### config.mk
export PLATFORM = sky130hd
export DESIGN_NAME = dacc_top
export DESIGN_NICKNAME = d
export VERILOG_FILES = /design/src/dacc_pkg.sv /design/src/dacc_window_mon.sv /design/src/dacc_channel.sv /design/src/dacc_top.sv
export SDC_FILE = /design/constraint.sdc
export NUM_CORES = 2
export LEC_CHECK = 0
export BUFFER_PORTS_ARGS = -buffer_cell sky130_fd_sc_hd__buf_2
export CORE_AREA = 2 2 312 314
export CTS_CLUSTER_DIAMETER = 120
export DETAILED_ROUTE_END_ITERATION = 10
export DIE_AREA = 0 0 314 316
export GPL_ROUTABILITY_DRIVEN = 0
export PLACE_DENSITY = 0.7
export REMOVE_ABC_BUFFERS = 1
export SLEW_MARGIN = 20
export SYNTH_ARGS = -nofsm -noshare
export SYNTH_HDL_FRONTEND = slang
export SYNTH_SLANG_ARGS = --single-unit
### constraint.sdc
create_clock -name clk -period 4.45 [get_ports clk]
set_input_delay 0.445 -clock clk [delete_from_list [all_inputs] [get_ports clk]]
set_output_delay 0.445 -clock clk [all_outputs]
set_load 0.05 [all_outputs]
### src/dacc_pkg.sv
/*
 * Package for the DAC update, clear and alarm control block.
 * Assumes a single 10 MHz clock and synchronous active-low reset.
 */
package dacc_pkg;
	localparam int NUM_CH = 12;
	localparam int CODE_W = 12;
	localparam int NUM_AIN = 4;
	localparam int NUM_TEMP = 3;
	localparam int AIN_HYS_W = 7;
	localparam int TEMP_HYS_W = 5;
	localparam int CNT_W = 8;
	localparam logic [11:0] CODE_RESET = 12'h000;
	// Alarm source positions in the auto-clear source word
	localparam int SRC_AIN0 = 0;
	localparam int SRC_TEMP0 = 4;
	localparam int SRC_OVERTEMP = 10;
	localparam int NUM_SRC = 11;
	// Alarm status layout: 4 inputs, 3 upper, 3 lower, overtemp
	localparam int ST_AIN0 = 0;
	localparam int ST_UP0 = 4;
	localparam int ST_LO0 = 7;
	localparam int ST_OT = 10;
	localparam int NUM_ST = 11;
	// Packed field positions as printed for the thermal selector
	localparam int OVERTEMP_SRC_BIT = 2;
	localparam int ACLR_EN_LSB = 3;
	localparam int ACLR_EN_MSB = 14;
	// Die overtemperature threshold and fixed hysteresis, degrees C
	localparam logic [11:0] OVERTEMP_LIMIT = 12'h096;
	localparam logic [11:0] OVERTEMP_HYS = 12'h008;
	localparam logic [2:0] AIN_PERSIST_RESET = 3'h3;
	localparam logic [1:0] TEMP_PERSIST_RESET = 2'h2;

	typedef struct packed {
		logic wr;
		logic [3:0] ch;
		logic [11:0] code;
	} dacc_wr_s;

	typedef struct packed {
		logic valid;
		logic [11:0] result;
	} dacc_sample_s;

	// Count of consecutive samples for an input persistence code
	// Top code capped by the eight-bit sample counter
	function automatic logic [7:0] ain_persist_n(input logic [2:0] sel);
		case (sel)
			3'h0: ain_persist_n = 8'h01;
			3'h7: ain_persist_n = 8'h80;
			default: ain_persist_n = 8'h01 << (sel + 3'h1);
		endcase
	endfunction : ain_persist_n

	function automatic logic [7:0] temp_persist_n(input logic [1:0] sel);
		temp_persist_n = 8'h01 << sel;
	endfunction : temp_persist_n
endpackage : dacc_pkg

### src/dacc_window_mon.sv
/*
 * One window monitor: persistence count to set, hysteresis to release.
 * Assumes samples arrive as one-cycle valid strobes.
 */
`timescale 1ns/1ps
`default_nettype none
module dacc_window_mon
(
	input wire logic clk,
	input wire logic rst_n,
	input wire logic enable,
	input wire dacc_pkg::dacc_sample_s sample,
	input wire logic [11:0] hi_lim,
	input wire logic [11:0] lo_lim,
	input wire logic [11:0] hys,
	input wire logic [7:0] persist_n,
	output logic hi_cond,
	output logic lo_cond
);
	logic [7:0] hi_cnt_ff, nxt_hi_cnt;
	logic [7:0] lo_cnt_ff, nxt_lo_cnt;
	logic hi_ff, nxt_hi, lo_ff, nxt_lo;
	logic above, below, hi_back, lo_back;

	// Window compare; release points pulled inside by hysteresis
	always_comb
	begin
		above = sample.result > hi_lim;
		below = sample.result < lo_lim;
		hi_back = ({1'b0, sample.result} + {1'b0, hys}) <= {1'b0, hi_lim};
		lo_back = {1'b0, sample.result} >= ({1'b0, lo_lim} + {1'b0, hys});
		nxt_hi_cnt = hi_cnt_ff;
		nxt_lo_cnt = lo_cnt_ff;
		nxt_hi = hi_ff;
		nxt_lo = lo_ff;
		if (!enable)
		begin
			nxt_hi_cnt = 8'h00;
			nxt_lo_cnt = 8'h00;
			nxt_hi = 1'b0;
			nxt_lo = 1'b0;
		end
		else if (sample.valid)
		begin
			// Set only after N consecutive out-of-range samples
			nxt_hi_cnt = above ? ((hi_cnt_ff < persist_n) ? hi_cnt_ff + 8'h01 : hi_cnt_ff) : 8'h00;
			nxt_lo_cnt = below ? ((lo_cnt_ff < persist_n) ? lo_cnt_ff + 8'h01 : lo_cnt_ff) : 8'h00;
			if (above && nxt_hi_cnt >= persist_n)
				nxt_hi = 1'b1;
			else if (hi_back)
				nxt_hi = 1'b0;
			if (below && nxt_lo_cnt >= persist_n)
				nxt_lo = 1'b1;
			else if (lo_back)
				nxt_lo = 1'b0;
		end
	end

	always_ff @(posedge clk)
	begin
		if (!rst_n)
		begin
			hi_cnt_ff <= 8'h00;
			lo_cnt_ff <= 8'h00;
			hi_ff <= 1'b0;
			lo_ff <= 1'b0;
		end
		else
		begin
			hi_cnt_ff <= nxt_hi_cnt;
			lo_cnt_ff <= nxt_lo_cnt;
			hi_ff <= nxt_hi;
			lo_ff <= nxt_lo;
		end
	end

	assign hi_cond = hi_ff;
	assign lo_cond = lo_ff;
endmodule : dacc_window_mon
`default_nettype wire

### src/dacc_channel.sv
/*
 * One double-buffered DAC channel: input register, latch, clear override.
 * Assumes write, load and clear controls are single-clock signals.
 */
`timescale 1ns/1ps
`default_nettype none
module dacc_channel
(
	input wire logic clk,
	input wire logic rst_n,
	input wire logic wr,
	input wire logic [11:0] wr_code,
	input wire logic sync_load_select,
	input wire logic load_pulse,
	input wire logic clear_active,
	input wire logic [11:0] clear_code,
	output logic [11:0] latch_code
);
	logic [11:0] in_ff, nxt_in, latch_ff, nxt_latch;
	logic dirty_ff, nxt_dirty, clr_ff, nxt_clr;

	// Latch update priority: clear, release, async write, global load
	always_comb
	begin
		nxt_in = wr ? wr_code : in_ff;
		nxt_clr = clear_active;
		nxt_latch = latch_ff;
		nxt_dirty = dirty_ff;
		if (wr && sync_load_select)
			nxt_dirty = 1'b1; // Written since last trigger
		if (clear_active)
			nxt_latch = clear_code; // Input register untouched
		else if (clr_ff)
			nxt_latch = (wr && !sync_load_select) ? wr_code : in_ff; // Restore; async write same cycle wins
		else if (wr && !sync_load_select)
			nxt_latch = wr_code; // Follows every write
		else if (load_pulse && sync_load_select && dirty_ff)
			nxt_latch = in_ff;
		if (load_pulse && sync_load_select && !(wr && sync_load_select))
			nxt_dirty = 1'b0;
	end

	always_ff @(posedge clk)
	begin
		if (!rst_n)
		begin
			in_ff <= dacc_pkg::CODE_RESET;
			latch_ff <= dacc_pkg::CODE_RESET;
			dirty_ff <= 1'b0;
			clr_ff <= 1'b0;
		end
		else
		begin
			in_ff <= nxt_in;
			latch_ff <= nxt_latch;
			dirty_ff <= nxt_dirty;
			clr_ff <= nxt_clr;
		end
	end

	assign latch_code = latch_ff;
endmodule : dacc_channel
`default_nettype wire

### src/dacc_top.sv
/*
 * Top of the DAC update, clear and alarm control block.
 * Assumes control bits come from a register front end as plain synchronous ports,
 * and converted samples arrive as one-cycle strobes from the converter logic.
 */
// Behaviour
// - Twelve channels, input register plus latch; read latch
// - Async mode copies write into latch immediately
// - Sync mode write changes input register only
// - Global trigger loads all sync channels together
// - Trigger reloads only channels written since last
// - Reset sets registers, latches, outputs to zero
// - Clear loads clear code, input register kept
// - Leaving clear reloads latch from input register
// - Two active-low clear pins, each with mask
// - Software clear bits force channels clear
// - Selected alarm events clear enabled channels
// - Over 150C sets overtemp flag; field positions
// - Overtemp inactive while local sensor powered down
// - Out-of-range sets bit; global flag ORs all
// - Latched bits clear on read after subsiding
// - Unlatched bits follow the condition
// - Alarm pin low while any unmasked status bit set
// - Analog inputs flag outside high/low window
// - Temperatures have separate upper and lower flags
// - Gain bit selects two or five times reference
// - Masked events set status, pin unaffected
// - Release needs hysteresis back inside threshold
// - Set needs N consecutive out-of-range samples
`timescale 1ns/1ps
`default_nettype none
module dacc_top
(
	input wire logic clk,
	input wire logic rst_n,
	input wire dacc_pkg::dacc_wr_s data_wr,
	input wire logic [3:0] read_ch,
	output logic [11:0] read_code,
	input wire logic [11:0] sync_load_select,
	input wire logic global_load_trigger,
	input wire logic [11:0] gain_sel,
	output logic [11:0] gain_x5,
	input wire logic [143:0] clear_codes,
	input wire logic hw_clear_in_a_n,
	input wire logic hw_clear_in_b_n,
	input wire logic [11:0] pin_clear_channel_mask_a,
	input wire logic [11:0] pin_clear_channel_mask_b,
	input wire logic [11:0] sw_clear,
	input wire logic [15:0] autoclear_source,
	input wire logic [15:0] autoclear_channel_enable,
	input wire logic [10:0] alarm_src_sel,
	output logic [143:0] dac_codes,
	input wire dacc_pkg::dacc_sample_s [3:0] ain_sample,
	input wire logic [47:0] ain_hi_lim,
	input wire logic [47:0] ain_lo_lim,
	input wire logic [27:0] ain_hys,
	input wire logic [2:0] input_persist_count,
	input wire dacc_pkg::dacc_sample_s [2:0] temp_sample,
	input wire logic [35:0] temp_hi_lim,
	input wire logic [35:0] temp_lo_lim,
	input wire logic [14:0] temp_hys,
	input wire logic [1:0] temp_persist_count,
	input wire dacc_pkg::dacc_sample_s die_temp,
	input wire logic local_temp_monitor_on,
	input wire logic fault_hold_disable,
	input wire logic [10:0] fault_pin_unmask,
	input wire logic status_read,
	output logic [10:0] fault_status,
	output logic [3:0] input_window_flag,
	output logic [2:0] temp_upper_flag,
	output logic [2:0] temp_lower_flag,
	output logic die_overtemp_flag,
	output logic global_fault_flag,
	output logic alarm_pin_o,
	output logic alarm_pin_oe
);
	logic [10:0] cond, status_ff, nxt_status;
	logic [10:0] src_evt;
	logic [11:0] ch_clear, latch_q [12];
	logic [11:0] read_ff, nxt_read, gain_ff, nxt_gain;
	logic load_ff, nxt_load, trig_d_ff, nxt_trig_d;
	logic gflag_ff, nxt_gflag, pin_ff, nxt_pin;
	logic [143:0] codes_ff, nxt_codes;
	logic [3:0] ain_hi, ain_lo;
	logic ot_cond;

	// Map a channel index onto its slot of a packed vector
	function automatic logic [11:0] slot12(input logic [143:0] v, input int i);
		slot12 = v[i*12 +: 12];
	endfunction : slot12

	// Analog input monitors; a crossed window releases only past the hysteresis
	genvar gi;
	generate
		for (gi = 0; gi < dacc_pkg::NUM_AIN; gi++)
		begin : g_ain
			dacc_window_mon u_mon (
				.clk(clk),
				.rst_n(rst_n),
				.enable(1'b1),
				.sample(ain_sample[gi]),
				.hi_lim(ain_hi_lim[gi*12 +: 12]),
				.lo_lim(ain_lo_lim[gi*12 +: 12]),
				.hys({5'h00, ain_hys[gi*7 +: 7]}),
				.persist_n(dacc_pkg::ain_persist_n(input_persist_count)),
				.hi_cond(ain_hi[gi]),
				.lo_cond(ain_lo[gi])
			);
			assign cond[dacc_pkg::ST_AIN0 + gi] = ain_hi[gi] | ain_lo[gi];
		end
		for (gi = 0; gi < dacc_pkg::NUM_TEMP; gi++)
		begin : g_temp
			dacc_window_mon u_mon (
				.clk(clk),
				.rst_n(rst_n),
				.enable(1'b1),
				.sample(temp_sample[gi]),
				.hi_lim(temp_hi_lim[gi*12 +: 12]),
				.lo_lim(temp_lo_lim[gi*12 +: 12]),
				.hys({7'h00, temp_hys[gi*5 +: 5]}),
				.persist_n(dacc_pkg::temp_persist_n(temp_persist_count)),
				.hi_cond(cond[dacc_pkg::ST_UP0 + gi]),
				.lo_cond(cond[dacc_pkg::ST_LO0 + gi])
			);
		end
		for (gi = 0; gi < dacc_pkg::NUM_CH; gi++)
		begin : g_ch
			dacc_channel u_ch (
				.clk(clk),
				.rst_n(rst_n),
				.wr(data_wr.wr && data_wr.ch == 4'(gi)),
				.wr_code(data_wr.code),
				.sync_load_select(sync_load_select[gi]),
				.load_pulse(load_ff),
				.clear_active(ch_clear[gi]),
				.clear_code(slot12(clear_codes, gi)),
				.latch_code(latch_q[gi])
			);
		end
	endgenerate

	// Die overtemp: fixed limit, fixed hysteresis, single sample; off with sensor
	dacc_window_mon u_ot (
		.clk(clk),
		.rst_n(rst_n),
		.enable(local_temp_monitor_on),
		.sample(die_temp),
		.hi_lim(dacc_pkg::OVERTEMP_LIMIT),
		.lo_lim(12'h000),
		.hys(dacc_pkg::OVERTEMP_HYS),
		.persist_n(8'h01),
		.hi_cond(ot_cond),
		.lo_cond()
	);
	assign cond[dacc_pkg::ST_OT] = ot_cond;

	// Clear sources per channel; registered status bits feed the auto-clear
	always_comb
	begin
		src_evt = status_ff & alarm_src_sel;
		src_evt[dacc_pkg::ST_OT] = status_ff[dacc_pkg::ST_OT]
			& autoclear_source[dacc_pkg::OVERTEMP_SRC_BIT]
			& local_temp_monitor_on;
		ch_clear = (hw_clear_in_a_n ? 12'h000 : pin_clear_channel_mask_a)
			| (hw_clear_in_b_n ? 12'h000 : pin_clear_channel_mask_b)
			| sw_clear
			| ((|src_evt) ? autoclear_channel_enable[dacc_pkg::ACLR_EN_MSB:dacc_pkg::ACLR_EN_LSB]
				: 12'h000);
	end

	// Status, global flag, pin, load pulse, output registers
	always_comb
	begin
		nxt_trig_d = global_load_trigger;
		nxt_load = global_load_trigger && !trig_d_ff; // One pulse per write of 1
		if (fault_hold_disable)
			nxt_status = cond;
		else if (status_read)
			nxt_status = cond; // Read clears; live conditions reassert
		else
			nxt_status = status_ff | cond;
		// Overtemp bit dropped while the sensor is off, even when latched
		nxt_status[dacc_pkg::ST_OT] = nxt_status[dacc_pkg::ST_OT] & local_temp_monitor_on;
		nxt_gflag = |nxt_status;
		nxt_pin = |(nxt_status & fault_pin_unmask); // Masked events skip the pin
		nxt_read = latch_q[read_ch < 4'hC ? read_ch : 4'h0]; // Latch, not input
		nxt_gain = gain_sel; // 1 selects five times reference
		nxt_codes = codes_ff;
		for (int i = 0; i < dacc_pkg::NUM_CH; i++)
			nxt_codes[i*12 +: 12] = latch_q[i];
	end

	always_ff @(posedge clk)
	begin
		if (!rst_n)
		begin
			status_ff <= 11'h000;
			gflag_ff <= 1'b0;
			pin_ff <= 1'b0;
			load_ff <= 1'b0;
			trig_d_ff <= 1'b0;
			read_ff <= 12'h000;
			gain_ff <= 12'h000;
			codes_ff <= '0;
		end
		else
		begin
			status_ff <= nxt_status;
			gflag_ff <= nxt_gflag;
			pin_ff <= nxt_pin;
			load_ff <= nxt_load;
			trig_d_ff <= nxt_trig_d;
			read_ff <= nxt_read;
			gain_ff <= nxt_gain;
			codes_ff <= nxt_codes;
		end
	end

	assign read_code = read_ff;
	assign gain_x5 = gain_ff;
	assign dac_codes = codes_ff;
	assign fault_status = status_ff;
	assign input_window_flag = status_ff[3:0];
	assign temp_upper_flag = status_ff[6:4];
	assign temp_lower_flag = status_ff[9:7];
	assign die_overtemp_flag = status_ff[10];
	assign global_fault_flag = gflag_ff;
	// Open drain: drive low only while asserted
	assign alarm_pin_o = 1'b0;
	assign alarm_pin_oe = pin_ff;
endmodule : dacc_top
`default_nettype wire

==> flow_metrics.env <==
export IMPL_status="finished clean"
export IMPL_grt_usage=0.288
export IMPL_grt_ovfl_total=0
export IMPL_layout_common_cells="buf_2 (777), nand2_1 (757), dfxtp_1 (630)"
export IMPL_fin_nets=7239
export IMPL_clockBufferDepth=3
export IMPL_drcViolationCount=0
export IMPL_drive_gt1_frac=0.176
export IMPL_power_density_nw_per_um2=320
export IMPL_p_leak_nw=24.2
export IMPL_dr_total_vias=42885
export IMPL_crit_type="input pin to register"
export IMPL_grt_pass1_vias=40167
export IMPL_switchingPower_mw=5.48
export IMPL_std_cell_rows=114
export IMPL_synth_seq_cells=630
export IMPL_die_area_sq_um=99200
export IMPL_layout_min_cycle_time_ns=3.63
export IMPL_yosysUniqueCellTypes=87
export IMPL_slew_headroom=0.284
export IMPL_fin_skew_ns=0.0555
export IMPL_yosys_area_top_type="dfxtp_1"
export IMPL_cts_root_buf="clkbuf_16"
export IMPL_syn_inst=5347
export IMPL_hpwlAfterDp_mm=116
export IMPL_antenna_found_initial=30
export IMPL_max_freq_ghz=0.276
export IMPL_synth_warnings=0
export IMPL_tightestPinTransition_ns=1.07
export IMPL_drtIter0Drc=3485
export IMPL_cts_tree="built"
export IMPL_cp_start_kind="input pin"
export IMPL_comb_power_share=0.243
export IMPL_cts_max_level=3
export IMPL_insertion_delay_ns=0.67
export IMPL_wl_per_cell_um=20.3
export IMPL_die_h_um=316
export IMPL_path_clk_slew_ns=0.06
export IMPL_drt_total_wl_mm=150
export IMPL_fin_util=0.540
export IMPL_syn_area_per_cell_sq_um=8.22
export IMPL_synth_top_flop_cell="dfxtp_1"
export IMPL_start_util=0.458
export IMPL_internal_power_mw=11.1
export IMPL_required_ns=4.92
export IMPL_cts_buffers=76
export IMPL_grt_pass1_wl_mm=226
export IMPL_antenna_left=0
export IMPL_rsz0062_at_grt="no"
export IMPL_clock_sinks=630
export IMPL_stdcell_count=7381
export IMPL_syn_to_final_growth_pct=18.0
export IMPL_min_delay_path_class="input pin to register"
export IMPL_dp_slack_ns=0.268
export IMPL_grt_max_degree=125
export IMPL_cap_viol_max_count=0
export IMPL_core_area_sq_um=96000
export IMPL_yosysSeqAreaShare=0.287
export IMPL_synth_async_reset_ratio=0
export IMPL_clockPowerShare=0.388
export IMPL_drt_first_pass_iters=6
export IMPL_critPathMaxFanout=12
export IMPL_setup_slack_ns=0.823
export IMPL_finalSetupViolCount=0
export IMPL_hold_viol=0
export IMPL_viasPerCell=5.81
export IMPL_synth_area_top_cells="dfxtp_1 (29%), ha_1 (17%), nand2_1 (6.5%)"
export IMPL_nFillCells=8929
export IMPL_cts_resized=0
export IMPL_pin_count=800
export IMPL_synth_area_sq_um=43900
export IMPL_pwr_share_seq=0.369
export IMPL_tns_ns=0
export IMPL_peakVddDrop_mv=0.296
export IMPL_p_total_mw=16.6
export IMPL_fp_dieW_um=314
export IMPL_layout_commonest_cell="buf_2"
export IMPL_port_buffers=778
export IMPL_dp_cells=7211
export IMPL_p_sw_frac=0.331
export IMPL_synthDominantCellAreaShare=0.287
export IMPL_crit_path_end_kind="register"
export IMPL_min_period_over_period=0.815
export IMPL_slew_violations=0
export IMPL_cp_arrival_ns=4.10
export IMPL_synth_enable_flop_cells=0
layer usage:
metal | routed length, um | part of all wire | global-route usage | vias to the layer above
met1 | 63200 | 0.42 | 0.375 | 20133
met4 | 6150 | 0.041 | 0.115 | 10
met3 | 12300 | 0.082 | 0.0568 | 322
met2 | 68400 | 0.46 | 0.466 | 1695
li1 | - | - | - | 20725
met5 | 57 | 0.00038 | 0 | -
worst paths after layout:
| kind | startpoint | endpoint | slack, ns | depth (start not counted) |
|---|---|---|---|---|
| setup / recovery | input_persist_count[0] | g_ain[3].u_mon.hi_cond | 0.82 | 18 |
| setup reg to reg | g_ain[0].u_mon.hi_cnt_ff[6] | g_ain[0].u_mon.hi_cond | 0.83 | 13 |
| hold / removal | clear_codes[94] | g_ch[7].u_ch.latch_code[10] | 0.04 | 3 |
| hold reg to reg | trig_d_ff | load_ff | 0.37 | 1 |
critical path, cell delays in order:
cell	delay, ns
buf_2	0.21
or3b_2	0.52
buf_4	0.21
ha_1	0.30
a21oi_1	0.12
o21ai_0	0.10
a311oi_1	0.30
buf_4	0.23
and4_1	0.27
xnor2_1	0.13
nor2_1	0.06
ha_1	0.33
a21o_1	0.17
a21oi_1	0.16
o21ai_0	0.12
a21o_1	0.19
a21oi_1	0.14
o32ai_1	0.09
Yosys cell counts, drive strengths merged (55+ instances only):
cell type	instances
xnor2	127
inv	275
o22ai	81
nor2	259
nand2	757
ha	593
buf	66
a21oi	478
and2	161
a21o	99
mux2i	152
nor3	55
a211oi	80
o211ai	87
clkbuf	216
nand3	132
xor2	78
nand4	90
dfxtp	630
o21ai	136
power groups by stage:
stage	sequential [mW]	combinational (mW)	clock [mW]
after floorplan	6.47	2.19	0
after global placement	6.23	3.86	0
after detailed placement	6.23	3.95	0
after CTS	6.11	3.98	6.52
after global routing	6.13	4.42	6.77
final	6.12	4.02	6.43
flip-flops by register name (all words and copies together), names as in the netlist, 8 cells and up:
signal,cells
u_ot.hi_cnt_ff,8
g_ch.u_ch.dirty_ff,12
g_temp.u_mon.hi_cnt_ff,24
g_ain.u_mon.hi_cnt_ff,32
g_ain.u_mon.lo_cnt_ff,32
g_ch.u_ch.latch_code,144
g_temp.u_mon.lo_cnt_ff,24
g_ch.u_ch.in_ff,144
read_code,12
gain_x5,12
dac_codes,144
g_ch.u_ch.clr_ff,12
fault_status,11
cell families (layout without fill, tap and decap cells):
family                   count (synthesis)  after routing  share of synthesized area
multiplexers                           182            182                     0.0423
other                                    2             37                   0.000171
AO/OA/AOI/OAI                         1381           1381                      0.209
XOR/XNOR                               205            205                     0.0409
adder cells (fa/ha/maj)                607            607                      0.175
AND/OR/NAND/NOR                       1782           1782                      0.196
flip-flops                             630            630                      0.287
buffers and inverters                  558           1281                     0.0499
stage by stage:
stage	hold WS [ns]	cell area, sq um
after floorplan	0.367	42800
after CTS	0.00169	51800
after global placement	0.376	49000
final	0.0354	51800
after global routing	0.00889	51800
after detailed placement	0.377	49000
area by class of cell:
| type | count | area [sq um] | share of cell area |
|---|---|---|---|
| Inverter | 276 | 1040 | 0.0201 |
| Sequential cell | 630 | 12600 | 0.243 |
| Clock buffer | 102 | 2180 | 0.0420 |
| Clock inverter | 36 | 447 | 0.00862 |
| Tap cell | 1276 | 1600 | 0.0308 |
| Timing Repair Buffer | 867 | 4660 | 0.0900 |
| Antenna cell | 20 | 50.0 | 0.000965 |
| Multi-Input combinational cell | 4174 | 29200 | 0.564 |
what timing repair did:
action / in CTS / in global routing
hold buffers: 12 / 0
setup buffers: 0 / 0
hold endpoints to repair: 12 / 0
(Power assumes the default switching activity.)
